**src/logic/oscc_pkg.sv**
```systemverilog
// Package: register map, field layout and timing for oscillator trim logic
package oscc_pkg;
	// Register offsets (byte addresses)
	localparam logic [3:0] OSCC_CTRL_OFS   = 4'h0; // osc_cal_control
	localparam logic [3:0] OSCC_STAT_OFS   = 4'h4; // osc_cal_statistics
	localparam logic [3:0] OSCC_CFG_OFS    = 4'h8; // Applied trim readback, read only
	// osc_cal_control fields
	localparam int OSCC_UT_LSB    = 0;   // user_trim_value [6:0]
	localparam int OSCC_TRIM_W    = 7;
	localparam int OSCC_UPD_BIT   = 8;   // Update strobe, self clears
	localparam int OSCC_USER_TRIM_ENABLE_BIT  = 31;  // user_trim_enable
	localparam int OSCC_CAL_BIT   = 9;   // Start calibration
	// osc_cal_statistics fields
	localparam int OSCC_CT_LSB    = 0;   // computed_trim_value [6:0]
	localparam int OSCC_RES_LSB   = 8;   // Result [9:8]
	localparam int OSCC_BUSY_BIT  = 10;
	// Result codes
	localparam logic [1:0] OSCC_RES_NONE = 2'h0;
	localparam logic [1:0] OSCC_RES_OK   = 2'h1;
	localparam logic [1:0] OSCC_RES_FAIL = 2'h2;
	// Reset values
	localparam logic [6:0] OSCC_TRIM_RST = 7'h40; // Mid scale
	// Nominal oscillator 16 MHz; reference 32.768 kHz -> 488.28 cycles
	localparam int OSCC_OSC_HZ = 16000000;
	localparam int OSCC_REF_HZ = 32768;
	localparam int OSCC_REF_PERIODS = 16;  // Reference periods measured
	localparam int OSCC_TARGET = (OSCC_OSC_HZ / OSCC_REF_HZ) * OSCC_REF_PERIODS;
	// Apply delay in oscillator periods for a glitch free update
	localparam int OSCC_APPLY_CYC = 3;
	localparam int OSCC_REF_TMO = 2048;   // Cycles without ref edge = fail
endpackage : oscc_pkg

```
**src/logic/oscc_trim.sv**
```systemverilog
// Oscillator trim and calibration controller, single clock
//
// The implementer's own choices: the strobed register port and the placing of the registers.
`timescale 1ns/10ps
// Notes on behaviour
// [RULE_01] Trim steers oscillator toward 16 MHz nominal
// [RULE_02] Auto calibration counts oscillator against reference
// [RULE_03] Start bit write launches automatic calibration
// [RULE_04] Calibration outcome readable in result field
// [RULE_05] Computed trim exposed and applied on completion
// [RULE_06] Software trims manually without a reference
// [RULE_07] Larger user trim gives lower frequency
// [RULE_08] Software: enable, write trim, then update
// [RULE_09] New trim applied within few periods, glitch free
// [RULE_10] Update bit self clears once trim applied
module oscc_trim
	import oscc_pkg::*;
#(
	parameter int TRIM_W = OSCC_TRIM_W, // Trim code width
	parameter int CNT_W  = 16           // Measurement counter width
) (
	input  wire logic        sys_clk_i,  // Oscillator clock
	input  wire logic        rst_n_i,    // Sync reset, active low
	input  wire logic        ref_clk_i,  // 32.768 kHz reference level
	input  wire logic [3:0]  addr_i,     // Register byte address
	input  wire logic [31:0] wdata_i,    // Write data
	input  wire logic        wr_i,       // Write strobe
	input  wire logic        rd_i,       // Read strobe
	output logic      [31:0] rdata_o,    // Read data, cycle after rd_i
	output logic [TRIM_W-1:0] trim_o     // Trim code to oscillator
);
	// Counter must hold the target count of one measurement window
	if (TRIM_W != OSCC_TRIM_W || CNT_W < 14 || CNT_W > 24) begin : g_bad_par
		$error("oscc_trim: unsupported parameters");
	end

	typedef enum logic [1:0] {
		OSCC_IDLE = 2'b00,
		OSCC_SYNC = 2'b01,
		OSCC_MEAS = 2'b11,
		OSCC_DONE = 2'b10
	} oscc_state_e;

	oscc_state_e         state_reg, state_next;
	logic [2:0]          ref_sync_reg;
	logic                ref_prev_reg;
	logic [TRIM_W-1:0]   ut_reg, ct_reg, trim_reg, pend_reg;
	logic                user_trim_enable_reg, upd_reg, cal_src_reg;
	logic [1:0]          apply_cnt_reg;
	logic [1:0]          res_reg;
	logic [CNT_W-1:0]    osc_cnt_reg;
	logic [4:0]          ref_cnt_reg;
	logic [11:0]         tmo_reg;
	logic [31:0]         rdata_reg;

	// Bus decode
	wire wr_ctrl  = wr_i && addr_i == OSCC_CTRL_OFS;
	wire start    = wr_ctrl && wdata_i[OSCC_CAL_BIT];              // RULE_03
	wire upd_req  = wr_ctrl && wdata_i[OSCC_UPD_BIT];
	wire busy     = state_reg != OSCC_IDLE;

	// Reference synchroniser: third and second stages must agree
	wire ref_lvl  = ref_sync_reg[2];
	wire ref_rise = ref_sync_reg[1] && ref_sync_reg[2] && !ref_prev_reg;
	wire tmo_hit  = tmo_reg == 12'(OSCC_REF_TMO - 1);
	wire meas_end = ref_rise && ref_cnt_reg == 5'(OSCC_REF_PERIODS - 1);

	// Trim step from measured count: fast osc (count high) -> raise trim
	function automatic logic [TRIM_W-1:0] oscc_adjust(
		input logic [TRIM_W-1:0] cur,
		input logic [CNT_W-1:0]  cnt
	);
		logic signed [CNT_W+1:0] err;
		logic signed [TRIM_W+1:0] nxt;
		err = $signed({2'b00, cnt}) - (CNT_W+2)'(OSCC_TARGET);
		// Divide toward zero: one-count phase jitter leaves trim alone
		nxt = $signed({2'b00, cur}) + (TRIM_W+2)'(err / 16);    // RULE_07
		if (nxt < 0)
			oscc_adjust = '0;
		else if (nxt > (TRIM_W+2)'((1 << TRIM_W) - 1))
			oscc_adjust = '1;
		else
			oscc_adjust = nxt[TRIM_W-1:0];
	endfunction : oscc_adjust

	// Calibration state machine
	always_comb begin
		state_next = state_reg;
		case (state_reg)
			OSCC_IDLE: if (start) state_next = OSCC_SYNC;            // RULE_03
			OSCC_SYNC: begin
				if (tmo_hit) state_next = OSCC_DONE;
				else if (ref_rise) state_next = OSCC_MEAS;           // RULE_02
			end
			OSCC_MEAS: if (meas_end || tmo_hit) state_next = OSCC_DONE;
			OSCC_DONE: state_next = OSCC_IDLE;
			default:   state_next = OSCC_IDLE;
		endcase
	end

	// State and reference sampling
	always_ff @(posedge sys_clk_i) begin
		if (!rst_n_i) begin
			state_reg    <= OSCC_IDLE;
			ref_sync_reg <= 3'h0;
			ref_prev_reg <= 1'b0;
		end else begin
			state_reg    <= state_next;
			ref_sync_reg <= {ref_sync_reg[1:0], ref_clk_i};
			if (ref_sync_reg[1] == ref_sync_reg[2])
				ref_prev_reg <= ref_lvl;
		end
	end

	// Oscillator cycles per reference window, timeout watchdog
	always_ff @(posedge sys_clk_i) begin
		if (!rst_n_i) begin
			osc_cnt_reg <= '0;
			ref_cnt_reg <= 5'h0;
			tmo_reg     <= 12'h0;
		end else begin
			if (state_reg == OSCC_IDLE || ref_rise)
				tmo_reg <= 12'h0;
			else
				tmo_reg <= tmo_reg + 12'h1;
			if (state_reg != OSCC_MEAS) begin
				osc_cnt_reg <= '0;
				ref_cnt_reg <= 5'h0;
			end else begin
				osc_cnt_reg <= osc_cnt_reg + CNT_W'(1);              // RULE_02
				if (ref_rise)
					ref_cnt_reg <= ref_cnt_reg + 5'h1;
			end
		end
	end

	// Result and computed trim
	always_ff @(posedge sys_clk_i) begin
		if (!rst_n_i) begin
			res_reg <= OSCC_RES_NONE;
			ct_reg  <= OSCC_TRIM_RST;
		end else if (state_reg == OSCC_MEAS && meas_end) begin
			res_reg <= OSCC_RES_OK;                                  // RULE_04
			ct_reg  <= oscc_adjust(trim_reg, osc_cnt_reg);           // RULE_01
		end else if (busy && tmo_hit) begin
			res_reg <= OSCC_RES_FAIL;                                // RULE_04
		end else if (start) begin
			res_reg <= OSCC_RES_NONE;
		end
	end

	// User trim fields; trim written only while enabled or by the write that sets enable
	always_ff @(posedge sys_clk_i) begin
		if (!rst_n_i) begin
			user_trim_enable_reg <= 1'b0;
			ut_reg   <= OSCC_TRIM_RST;
		end else if (wr_ctrl) begin
			user_trim_enable_reg <= wdata_i[OSCC_USER_TRIM_ENABLE_BIT];
			if (user_trim_enable_reg || wdata_i[OSCC_USER_TRIM_ENABLE_BIT])
				ut_reg <= wdata_i[OSCC_UT_LSB +: TRIM_W];            // RULE_06
		end
	end

	// Staged apply: hold pending value, swap after settle delay
	always_ff @(posedge sys_clk_i) begin
		if (!rst_n_i) begin
			upd_reg       <= 1'b0;
			cal_src_reg   <= 1'b0;
			pend_reg      <= OSCC_TRIM_RST;
			apply_cnt_reg <= 2'h0;
			trim_reg      <= OSCC_TRIM_RST;
		end else if (state_reg == OSCC_MEAS && meas_end) begin
			upd_reg       <= 1'b1;
			cal_src_reg   <= 1'b1;
			pend_reg      <= oscc_adjust(trim_reg, osc_cnt_reg);     // RULE_05
			apply_cnt_reg <= 2'h0;
		end else if (upd_req && user_trim_enable_reg && !upd_reg) begin
			upd_reg       <= 1'b1;                                   // RULE_08
			cal_src_reg   <= 1'b0;
			pend_reg      <= wdata_i[OSCC_UT_LSB +: TRIM_W];
			apply_cnt_reg <= 2'h0;
		end else if (upd_reg) begin
			if (apply_cnt_reg == 2'(OSCC_APPLY_CYC - 1)) begin
				trim_reg <= pend_reg;   // One-edge swap: glitch free // RULE_09
				upd_reg  <= 1'b0;                                    // RULE_10
			end else begin
				apply_cnt_reg <= apply_cnt_reg + 2'h1;
			end
		end
	end

	// Read mux
	always_comb begin
		rdata_reg = 32'h0;
		case (addr_i)
			OSCC_CTRL_OFS: begin
				rdata_reg[OSCC_UT_LSB +: TRIM_W] = ut_reg;
				rdata_reg[OSCC_UPD_BIT]  = upd_reg;                  // RULE_10
				rdata_reg[OSCC_CAL_BIT]  = busy;
				rdata_reg[OSCC_USER_TRIM_ENABLE_BIT] = user_trim_enable_reg;
			end
			OSCC_STAT_OFS: begin
				rdata_reg[OSCC_CT_LSB +: TRIM_W] = ct_reg;           // RULE_05
				rdata_reg[OSCC_RES_LSB +: 2]     = res_reg;          // RULE_04
				rdata_reg[OSCC_BUSY_BIT]         = busy;
			end
			OSCC_CFG_OFS: rdata_reg = 32'(trim_reg);
			default: rdata_reg = 32'h0;
		endcase
	end

	// Registered outputs
	always_ff @(posedge sys_clk_i) begin
		if (!rst_n_i) begin
			rdata_o <= 32'h0;
			trim_o  <= OSCC_TRIM_RST;
		end else begin
			if (rd_i)
				rdata_o <= rdata_reg;
			trim_o <= trim_reg;                                      // RULE_07
		end
	end
endmodule : oscc_trim

```
**config.mk**
```make
export PLATFORM = sky130hd
export DESIGN_NAME = oscc_trim
export DESIGN_NICKNAME = d
export VERILOG_FILES = /design/src/logic/oscc_pkg.sv /design/src/logic/oscc_trim.sv
export SDC_FILE = /design/constraint.sdc
export NUM_CORES = 1
export LEC_CHECK = 0
export BUFFER_PORTS_ARGS = -buffer_cell sky130_fd_sc_hd__buf_2
export CAP_MARGIN = 20
export CORE_MARGIN = 2
export CORE_UTILIZATION = 60
export DETAILED_ROUTE_END_ITERATION = 6
export GPL_TIMING_DRIVEN = 0
export PLACE_DENSITY = 0.95
export SLEW_MARGIN = 20
export SYNTH_ARGS = -nofsm -noshare
export SYNTH_HDL_FRONTEND = slang
export SYNTH_SLANG_ARGS = --single-unit
export TNS_END_PERCENT = 5
```
**constraint.sdc**
```tcl
create_clock -name sys_clk_i -period 10.1 [get_ports sys_clk_i]
set_input_delay 1.515 -clock sys_clk_i [delete_from_list [all_inputs] [get_ports sys_clk_i]]
set_output_delay 1.515 -clock sys_clk_i [all_outputs]
set_load 0.02 [all_outputs]
```
**Yosys cells after proc, flatten, opt, wreduce, memory -nomap -nowiden**

Cells that the tools add are included.

- $add $sub $neg: 7
- $lt $le $gt $ge: 2
- Equal/unequal tests: 13
- Muxes and demuxes: 20
- Bitwise gates (word level): 5
- Reduce and logical (&&, ||, !) cells: 30

Operators by type and width:

| kind | number |
|---|---|
| 7-bit 2-to-1 mux | 4 |
| 7-bit case mux with 3 select lines | 1 |
| 16-bit by 13-bit subtractor with 17-bit output, second input constant | 1 |
| 16-bit by 1-bit adder with 16-bit output, second input constant | 1 |
| 12-bit by 1-bit adder with 12-bit output, second input constant | 1 |
| 12-bit by 11-bit equality test with 1-bit output, second input constant | 1 |
| 2-bit 2-to-1 mux | 6 |
| 1-bit logical AND | 10 |
| 8-bit by 9-bit adder with 9-bit output | 1 |
| 9-bit by 1-bit adder with 9-bit output | 1 |
| 9-bit by 8-bit greater-than comparator with 1-bit output, second input constant | 1 |
| 9-bit by 1-bit < comparator with 1-bit output, second input constant | 1 |
| 2-bit case mux with 4 select lines | 1 |
| 1-bit 2-to-1 mux | 7 |
| 2-bit equality test, second input constant | 3 |
| 2-bit != test, second input constant | 3 |
| 2-bit nonzero test | 3 |
| 2-bit OR reduction | 3 |
| 5-bit by 1-bit adder with 5-bit output, second input constant | 1 |
| 5-bit by 4-bit equality test with 1-bit output, second input constant | 1 |
| 4-bit by 3-bit equality test with 1-bit output, second input constant | 1 |
| 4-bit equality test, second input constant | 1 |
| 4-bit logical NOT | 1 |
| 1-bit inverter | 4 |
| other kinds (15) | 19 |

- Bits in registers: 91
- Input port bits: 41
- Output and inout bits: 39
- Logic and storage cells: 94

**Longest topological paths before layout**

Gate-level depths: netlist of the first run.

- Depth after elaboration: 9
- Mapped depth: 12

**Worst setup path before layout of the first run**

OpenSTA, ideal clock, no wires.

- Kind: register -> register
- Start point: reg osc_cnt_reg[0]
- End point: reg pend_reg[2]
- Library setup time: 0.091 ns
- Data arrival time: 3.157 ns
- Slack: 6.852 ns
- Cell stages (with the launch flop): 13
- Clock period less this slack: 3.248 ns
- Cell sequence: dfxtp_1 inv_1 ha_1 a2111oi_0 o21ai_0 fa_1 fa_1 nor2b_1 o31ai_1 a211oi_1 mux2_2 and2_1 a311oi_1

- Word-level cells in the longest chain between the ends: 9
- Elaborated cells on any way between the ends: 10
- Those cells by class: add/sub (3); order compare (2); mux (3); bitwise (1); reduce/logical (1)

RTL lines:

| what | RTL line | text |
|---|---|---|
| start: declaration | oscc_trim.sv:51 | `logic [CNT_W-1:0] osc_cnt_reg;` |
| start signal: assignment | oscc_trim.sv:130 | `osc_cnt_reg <= osc_cnt_reg + CNT_W'(1);` |
| 16-bit by 13-bit subtractor with 17-bit output (*) | oscc_trim.sv:75 | `err = $signed({2'b00, cnt}) - (CNT_W+2)'(OSCC_TARGET);` |
| 4-bit OR reduction (no source line) | - |  |
| 1-bit bitwise AND (no source line) | - |  |
| 9-bit by 1-bit adder with 9-bit output (no source line) (*) | - |  |
| 8-bit by 9-bit adder with 9-bit output (*) | oscc_trim.sv:77 | `nxt = $signed({2'b00, cur}) + (TRIM_W+2)'(err / 16);` |
| 9-bit by 8-bit greater-than comparator with 1-bit output | oscc_trim.sv:80 | `else if (nxt > (TRIM_W+2)'((1 << TRIM_W) - 1))` |
| 7-bit 2-to-1 mux | oscc_trim.sv:80 |  |
| 7-bit 2-to-1 mux (*) | oscc_trim.sv:78 | `if (nxt < 0)` |
| 7-bit 2-to-1 mux (*) | oscc_trim.sv:172 | `end else if (state_reg == OSCC_MEAS && meas_end) begin` |
| end signal: assignment | oscc_trim.sv:175 | `pend_reg <= oscc_adjust(trim_reg, osc_cnt_reg);` |
| end signal: assignment | oscc_trim.sv:180 | `pend_reg <= wdata_i[OSCC_UT_LSB +: TRIM_W];` |
| end: declaration | oscc_trim.sv:47 | `logic [TRIM_W-1:0] ut_reg, ct_reg, trim_reg, pend_reg;` |

Every way passes the cells marked *; elsewhere a longest branch is shown, timed or not.
A chain may end at the register's enable or synchronous reset.

**Worst setup path in the final report of the first run**

- Start point: reg osc_cnt_reg[0]
- End point: reg ct_reg[0]

- Word-level cells in the longest chain between the ends: 8
- Elaborated cells on any way between the ends: 9
- Those cells by class: add/sub (3); order compare (2); mux (2); bitwise (1); reduce/logical (1)

RTL lines:

| what | RTL line | text |
|---|---|---|
| 16-bit by 13-bit subtractor with 17-bit output (*) | oscc_trim.sv:75 |  |
| 4-bit OR reduction (no source line) | - |  |
| 1-bit bitwise AND (no source line) | - |  |
| 9-bit by 1-bit adder with 9-bit output (no source line) (*) | - |  |
| 8-bit by 9-bit adder with 9-bit output (*) | oscc_trim.sv:77 |  |
| 9-bit by 8-bit greater-than comparator with 1-bit output | oscc_trim.sv:80 |  |
| 7-bit 2-to-1 mux | oscc_trim.sv:80 |  |
| 7-bit 2-to-1 mux (*) | oscc_trim.sv:78 |  |
| end signal: assignment | oscc_trim.sv:144 | `ct_reg <= oscc_adjust(trim_reg, osc_cnt_reg);` |
| end: declaration | oscc_trim.sv:47 |  |

Marked as above.

==> impl_metrics.csv, run 1 <==
group,metric,value,unit
status,outcome,"finished, final reports clean",
drt,vias,3786,
drt,ant_nets,0,
finish,regArea,1822,um2
worst_hold_path,hp-class,"register to register",
power,seq_power_share,57.1,%
yosys,ys_warn_count,0,
clock_tree,clk_path_buf_depth,2,
worst_setup_path,crit_type,"register to register",
worst_setup_path,critPathMaxFanout,7,
global_route,antenna_found_initial,0,
sta,rsz0062_at_grt,"false",
place,dp_hpwl,7.176,mm
sta,min_period,3815,ps
floorplan,die-width,90.02,um
yosys,synthTopCellsByCount,"dfxtp_1 (91), nor2_1 (66), a21oi_1 (51)",
yosys,yosys-top-cells-area,"dfxtp_1 (41%), a21oi_1 (5.7%), nor2_1 (5.6%), ha_1 (4.2%), mux2i_1 (3.8%)",
yosys,synth_cell_type_count,56,
worst_setup_path,worstPathArrival,4090,ps
worst_setup_path,critPathRequiredTime,10380,ps
floorplan,ios,80,
sta,timing.slew.headroom,57.76,%
floorplan,fp-row-count,31,
sta,fmax,262.1,MHz
yosys,netlist.area_leader.share,41.04,%
global_route,overflow,0,
sta,fin_worst_skew,16.23,ps
yosys,netlist_instances,511,
yosys,synthArstFlopShare,0,%
yosys,yosysSeqAreaShare,41.04,%
yosys,synth_ff_type,"dfxtp_1",
clock_tree,htree_levels,3,
drt,first_iter_violations,253,
sta,finalSetupViolCount,0,
finish,diodes,0,
global_route,grt_max_degree,18,
floorplan,coreArea,7214,um2
power,clkPwrFrac,37.1,%
sta,timing.final.crit_share,37.77,%
finish,final_area,5001,um2
yosys,yosysMostFrequentCell,"dfxtp_1",
clock_tree,path_clk_slew,100,ps
power,cell_internal_pwr,469.1,uW
floorplan,die-area,8103,um2
global_route,grt_pass1_vias,3704,
clock_tree,postCtsSetupBuffers,0,
sta,worst_slew_pin_slew,633.6,ps
clock_tree,cts_buffers,9,
floorplan,die_height,90.02,um
power,peakVddDrop,0.06885,mV
power,p_sw_share,25.59,%
place,place_congestion,0.8265,
drt,wl,9.639,mm
global_route,grtUsageTotal,24.61,%
place,place_area,4818,um2
yosys,yosys.area.top_type,"dfxtp_1",
finish,multiInputGateArea,2352,um2
yosys,synth_edf_count,0,
power,switching_power,161.3,uW
finish,final_nets,636,
power,power.leakage,0.002004,uW
finish,fillers,507,
drt,vias_per_cell,5.551,
power,comb_power_share,5.8,%
yosys,synth.cell_area,4439,um2
clock_tree,cts_resized,0,
yosys,yosys_register_bits,91,
floorplan,initial_utilization,61.53,%
sta,tns,0,ps
worst_setup_path,crit_path_end_kind,"register",
drt,drt_pass1_iterations,6,
worst_setup_path,critPathLaunchType,"register",
yosys,syn_avg_cell_area,8.687,um2
finish,largest_register_ffs,16,
global_route,grt_pass1_wl,16.44,mm
flow_run,maxCapViolCount,0,
finish,syn_to_final_growth,12.66,%
place,port_buffers,36,
clock_tree,clk_latency,370,ps
drt,drc_errors,0,
clock_tree,cts_tree,"built",
power,power.density,126.1,nW/um2
finish,drive_gt1_share,16.98,%
clock_tree,root_buffer,"clkbuf_8",
drt,wire_per_inst,14.13,um
clock_tree,ctsHoldBuffers,0,
clock_tree,cts.sinks,91,
sta,slew_viol_final,0,
sta,final_hold_viol_count,0,
## power groups by stage
stage	registers, uW	logic (uW)	clock network [uW]
after floorplan	368	26.1	0
after global placement	368	34.5	0
after detailed placement	368	35.4	0
after CTS	360	35.5	236
after global routing	360	38.9	251
final	360	36.3	234
## worst paths after layout
path                                    from                          to  slack (ps)  cells after the start
setup reg to reg   osc_cnt_reg[0]$_SDFF_PP0_      ct_reg[0]$_SDFFE_PN0P_        6290                     12
setup / recovery   osc_cnt_reg[0]$_SDFF_PP0_      ct_reg[0]$_SDFFE_PN0P_        6290                     12
hold / removal    ref_sync_reg[0]$_SDFF_PN0_  ref_sync_reg[1]$_SDFF_PN0_         440                      1
hold reg to reg   ref_sync_reg[0]$_SDFF_PN0_  ref_sync_reg[1]$_SDFF_PN0_         440                      1
## layout by cell type, fill, tap and decap left out, types with 5 or more instances in the layout
cell type	netlist	layout
inv_1	21	21
o21ai_0	11	11
nor2_1	66	66
and2_1	11	11
dfxtp_1	91	91
clkbuf_1	13	14
clkbuf_8	0	9
buf_4	21	21
mux2i_1	17	17
xnor2_1	16	16
nor3_1	5	5
xor2_1	14	14
nand2_1	42	42
ha_1	15	15
or3_1	5	5
buf_2	5	41
nand4_1	8	8
a22oi_2	6	6
nor2b_1	9	9
a21oi_1	51	51
o31ai_1	5	5
and3_1	8	8
nand3_1	15	15
conb_1	1	21
## kinds of logic after synthesis
family | after synthesis | synth area share (%)
AO/OA/AOI/OAI | 102 | 14.94
XOR/XNOR | 30 | 5.919
adder cells (fa/ha/maj) | 17 | 5.130
buffers and inverters | 64 | 7.666
flip-flops | 91 | 41.04
multiplexers | 20 | 4.650
other | 1 | 0.08447
AND/OR/NAND/NOR | 186 | 20.57
## through the flow
stage / util (%) / power [uW] / cells / hold slack (ps) / setup WS [ps]
floorplan: - / 394.5 / 531 / 411.9 / 6852
global placement: 66.79 / 402.9 / 666 / 414.8 / 6491
detailed placement: 66.79 / 403.8 / 666 / 434.2 / 6349
CTS: 69.32 / 631.2 / 682 / 447.9 / 6301
global route: 69.32 / 649.7 / 682 / 445.0 / 5906
finish: 69.32 / 630.5 / 682 / 438.0 / 6285
## per-layer routing
layer	share of wire [%]	GRT usage, %	wire (um)	vias to the layer above
li1	-	-	-	1845
met1	43	27.74	4108	1770
met2	50	44.36	4803	147
met3	5.9	5.700	566	24
met4	1.7	10.51	160	0
met5	0	0	0	-
## area by class of cell
class	count	share of cell area [%]
Clock buffer	10	2.552
Buffer	43	5.229
Timing Repair Buffer	36	3.603
Inverter	21	1.576
Sequential cell	91	36.43
Tap cell	99	2.477
Clock inverter	6	1.101
Multi-Input combinational cell	376	47.04
## critical path: stages (launching register included)
cell and delay (ps):
dfxtp_1 390, inv_1 60, ha_1 190, a2111oi_0 320
o21ai_0 200, fa_1 430, fa_1 410, nor2b_1 260
o31ai_1 130, a211oi_1 410, mux2i_2 490, o31ai_1 200
a21boi_0 230
Power figures use the tool's default switching activity.
==> inputs of run 2 (changes only) <==
- ABC_AREA: not set -> 1
- CORE_UTILIZATION: 60 -> 50
- PLACE_DENSITY: 0.95 -> 0.86
- clock period: 10.1 -> 3.2 ns (I/O delays scaled with it)
==> run 2 against run 1 <==
  * Core utilization down 11 points
  * Largest power group unchanged
  * Final area down 2.8%
  * Critical endpoint is now pend_reg[4]$_SDFFE_PN0N_
  * Clock skew down 2.0 ps
  * Sequential power rose to 3.2 times the previous value
  * Die area up 16%
  * Routed wire length down 5.5%
  * Fmax up 33%
  * Combinational power rose to 3.0 times the previous value
  * Synthesized area down 3.0%
  * Critical path depth up 6
  * Highest routed layer unchanged
  * Worst setup slack worse by 6000 ps
  * Critical path type unchanged
==> impl_metrics.csv, run 2 <==
group,metric,value,unit
status,outcome,"finished, final reports clean",
clock_tree,ctsHoldBuffers,0,
finish,drive_gt1_share,13.35,%
finish,largest_register_ffs,16,
worst_setup_path,crit_chain,"inv_1 > ha_1 > nand2_1 > nand3_1 > fa_1 > fa_1 > inv_1 > nand2_1 > nand3_1 > nand2_1 > nand2_1 > nand2_1 > nand2_1 > nand2_1 > nand3_1 > nand2_1 > nand2_1 > nand2_1",
sta,worst_slew_pin_slew,1020,ps
yosys,yosysMostFrequentCell,"nand2_1",
clock_tree,root_buffer,"clkbuf_8",
power,seq_power_share,58.8,%
power,clkPwrFrac,35.6,%
power,peakVddDrop,0.1762,mV
finish,regArea,1822,um2
floorplan,fp-row-count,33,
drt,vias_per_cell,5.018,
floorplan,initial_utilization,51.89,%
sta,fin_worst_skew,14.26,ps
clock_tree,cts_buffers,9,
floorplan,ios,80,
sta,finalSetupViolCount,0,
finish,fin_util,58.60,%
place,dp_hpwl,6.982,mm
floorplan,coreArea,8299,um2
drt,ant_nets,0,
yosys,ys_warn_count,0,
yosys,yosys_register_bits,91,
worst_setup_path,worstPathArrival,3140,ps
clock_tree,postCtsSetupBuffers,0,
yosys,synth.cell_area,4307,um2
sta,fmax,348.2,MHz
finish,final_nets,727,
power,power.density,398.8,nW/um2
clock_tree,htree_levels,3,
power,cell_internal_pwr,1458,uW
worst_setup_path,critPathMaxFanout,7,
sta,timing.slew.headroom,31.41,%
global_route,grt_pass1_wl,15.86,mm
worst_hold_path,hp-class,"input port to register",
global_route,grt_pass1_vias,3653,
worst_setup_path,critPathRequiredTime,3470,ps
global_route,overflow,0,
yosys,syn_avg_cell_area,7.154,um2
clock_tree,cts.sinks,91,
global_route,grt_max_degree,16,
worst_setup_path,cpPeakStageDelay,420,ps
yosys,yosys-top-cells-area,"dfxtp_1 (42%), nand2_1 (14%), inv_1 (6.4%), a21oi_1 (5.8%), nor2_1 (5.1%)",
sta,final_hold_viol_count,0,
sta,min_period,2872,ps
flow_run,maxCapViolCount,0,
power,power.leakage,0.002194,uW
sta,worst_slack,328.4,ps
floorplan,die-width,96.81,um
worst_setup_path,crit_type,"register to register",
worst_setup_path,cp_slowest_cell,"fa_1",
worst_setup_path,critPathLaunchType,"register",
finish,layout_commonest_cell,"nand2_1",
clock_tree,path_clk_slew,90,ps
floorplan,die-area,9371,um2
worst_setup_path,crit_family,"simple AND/OR/NAND/NOR gates",
finish,layout_common_cells,"nand2_1 (156), dfxtp_1 (91), inv_1 (72)",
finish,syn_to_final_growth,12.93,%
sta,tns,0,ps
yosys,synthTopCellsByCount,"nand2_1 (156), dfxtp_1 (91), inv_1 (73)",
drt,drc_errors,0,
drt,first_iter_violations,185,
yosys,synth_ff_type,"dfxtp_1",
clock_tree,clk_latency,370,ps
worst_setup_path,crit_path_end_kind,"register",
sta,timing.final.crit_share,89.74,%
yosys,netlist_instances,602,
sta,slew_viol_final,0,
yosys,yosys.area.top_type,"dfxtp_1",
yosys,synthArstFlopShare,0,%
power,p_sw_share,24.83,%
yosys,synth_cell_type_count,36,
yosys,netlist.area_leader.share,42.30,%
place,dp_slack,315.2,ps
clock_tree,cts_tree,"built",
global_route,grtUsageTotal,20.09,%
clock_tree,clk_path_buf_depth,2,
finish,diodes,0,
drt,wl,9.110,mm
finish,fillers,731,
power,switching_power,481.5,uW
drt,drt_pass1_iterations,5,
worst_setup_path,path_buf_inv,2,
floorplan,die_height,96.81,um
global_route,antenna_found_initial,0,
clock_tree,cts_resized,0,
place,port_buffers,36,
sta,rsz0062_at_grt,"false",
drt,vias,3909,
power,comb_power_share,5.6,%
place,place_congestion,0.9553,
finish,multiInputGateArea,2074,um2
drt,wire_per_inst,11.69,um
yosys,synth_edf_count,0,
yosys,yosysSeqAreaShare,42.30,%
worst_setup_path,crit_top_cell,"nand2_1",
[run 2: cell count changes after synthesis, sizes merged, moves of 7 or more]
| cell | before | now |
|---|---|---|
| nand2 | 42 | 159 |
| inv | 21 | 75 |
| o21ai | 11 | 36 |
| nand3 | 15 | 34 |
| mux2i | 18 | 0 |
| xnor2 | 16 | 3 |
| and2 | 11 | 0 |
| and3 | 9 | 0 |
| nor2b | 9 | 0 |
| buf | 30 | 22 |
| xor2 | 14 | 7 |
[run 2: cell type report]
| class | instances | area share [%] |
|---|---|---|
| multi-input cells | 423 | 42.66 |
| clock inverters | 6 | 0.8747 |
| plain buffers | 30 | 3.962 |
| well taps | 105 | 2.701 |
| repair buffers | 36 | 3.705 |
| clock buffers | 10 | 2.624 |
| flip-flops and latches | 91 | 37.46 |
| inverters | 78 | 6.020 |
[run 2: path summary, 6_finish.rpt]
path	from	end	slack, ps	depth (start not counted)
setup / recovery	osc_cnt_reg[0]$_SDFF_PP0_	pend_reg[4]$_SDFFE_PN0N_	330	18
hold / removal	ref_clk_i	ref_sync_reg[0]$_SDFF_PN0_	310	3
setup reg to reg	osc_cnt_reg[0]$_SDFF_PP0_	pend_reg[4]$_SDFFE_PN0N_	330	18
hold reg to reg	ref_sync_reg[0]$_SDFF_PN0_	ref_sync_reg[1]$_SDFF_PN0_	420	2
[run 2: worst min-delay path: cells and delay by family]
kind	cells	cell delay, ps
simple gates	1	40
buf+inv	2	120
[run 2: metal layers]
metal | GRT usage, % | up-vias | share of wire, %
met2 | 34.19 | 102 | 48
li1 | - | 2012 | -
met1 | 24.21 | 1776 | 44
met3 | 3.685 | 19 | 5.2
met5 | 0 | - | 0
met4 | 10.18 | 0 | 2.2
[run 2: power groups by stage]
stage / clock network [uW] / registers, uW / logic, uW
2_1_floorplan: 0 / 1170 / 75.3
3_3_place_gp: 0 / 1170 / 104
3_5_place_dp: 0 / 1170 / 106
4_1_cts: 703 / 1140 / 106
5_1_grt: 754 / 1140 / 119
6_report: 691 / 1140 / 108
[run 2: per-stage QoR]
| stage | area, um2 | hold WS [ps] | total power [uW] | std cells |
|---|---|---|---|---|
| floorplan | 4382 | 390.5 | 1245 | 622 |
| global placement | 4693 | 396.6 | 1271 | 763 |
| detailed placement | 4693 | 401.3 | 1273 | 763 |
| CTS | 4863 | 293.9 | 1950 | 779 |
| global route | 4863 | 327.5 | 2015 | 779 |
| finish | 4863 | 305.4 | 1939 | 779 |
[run 2: cell families after synthesis]
| logic type | count (synthesis) | share of synthesized area [%] |
|---|---|---|
| AO/OA/AOI/OAI | 98 | 12.09 |
| other | 1 | 0.08708 |
| AND/OR/NAND/NOR | 277 | 26.93 |
| flip-flops | 91 | 42.30 |
| adder cells (fa/ha/maj) | 17 | 5.288 |
| buffers and inverters | 108 | 11.27 |
| XOR/XNOR | 10 | 2.034 |
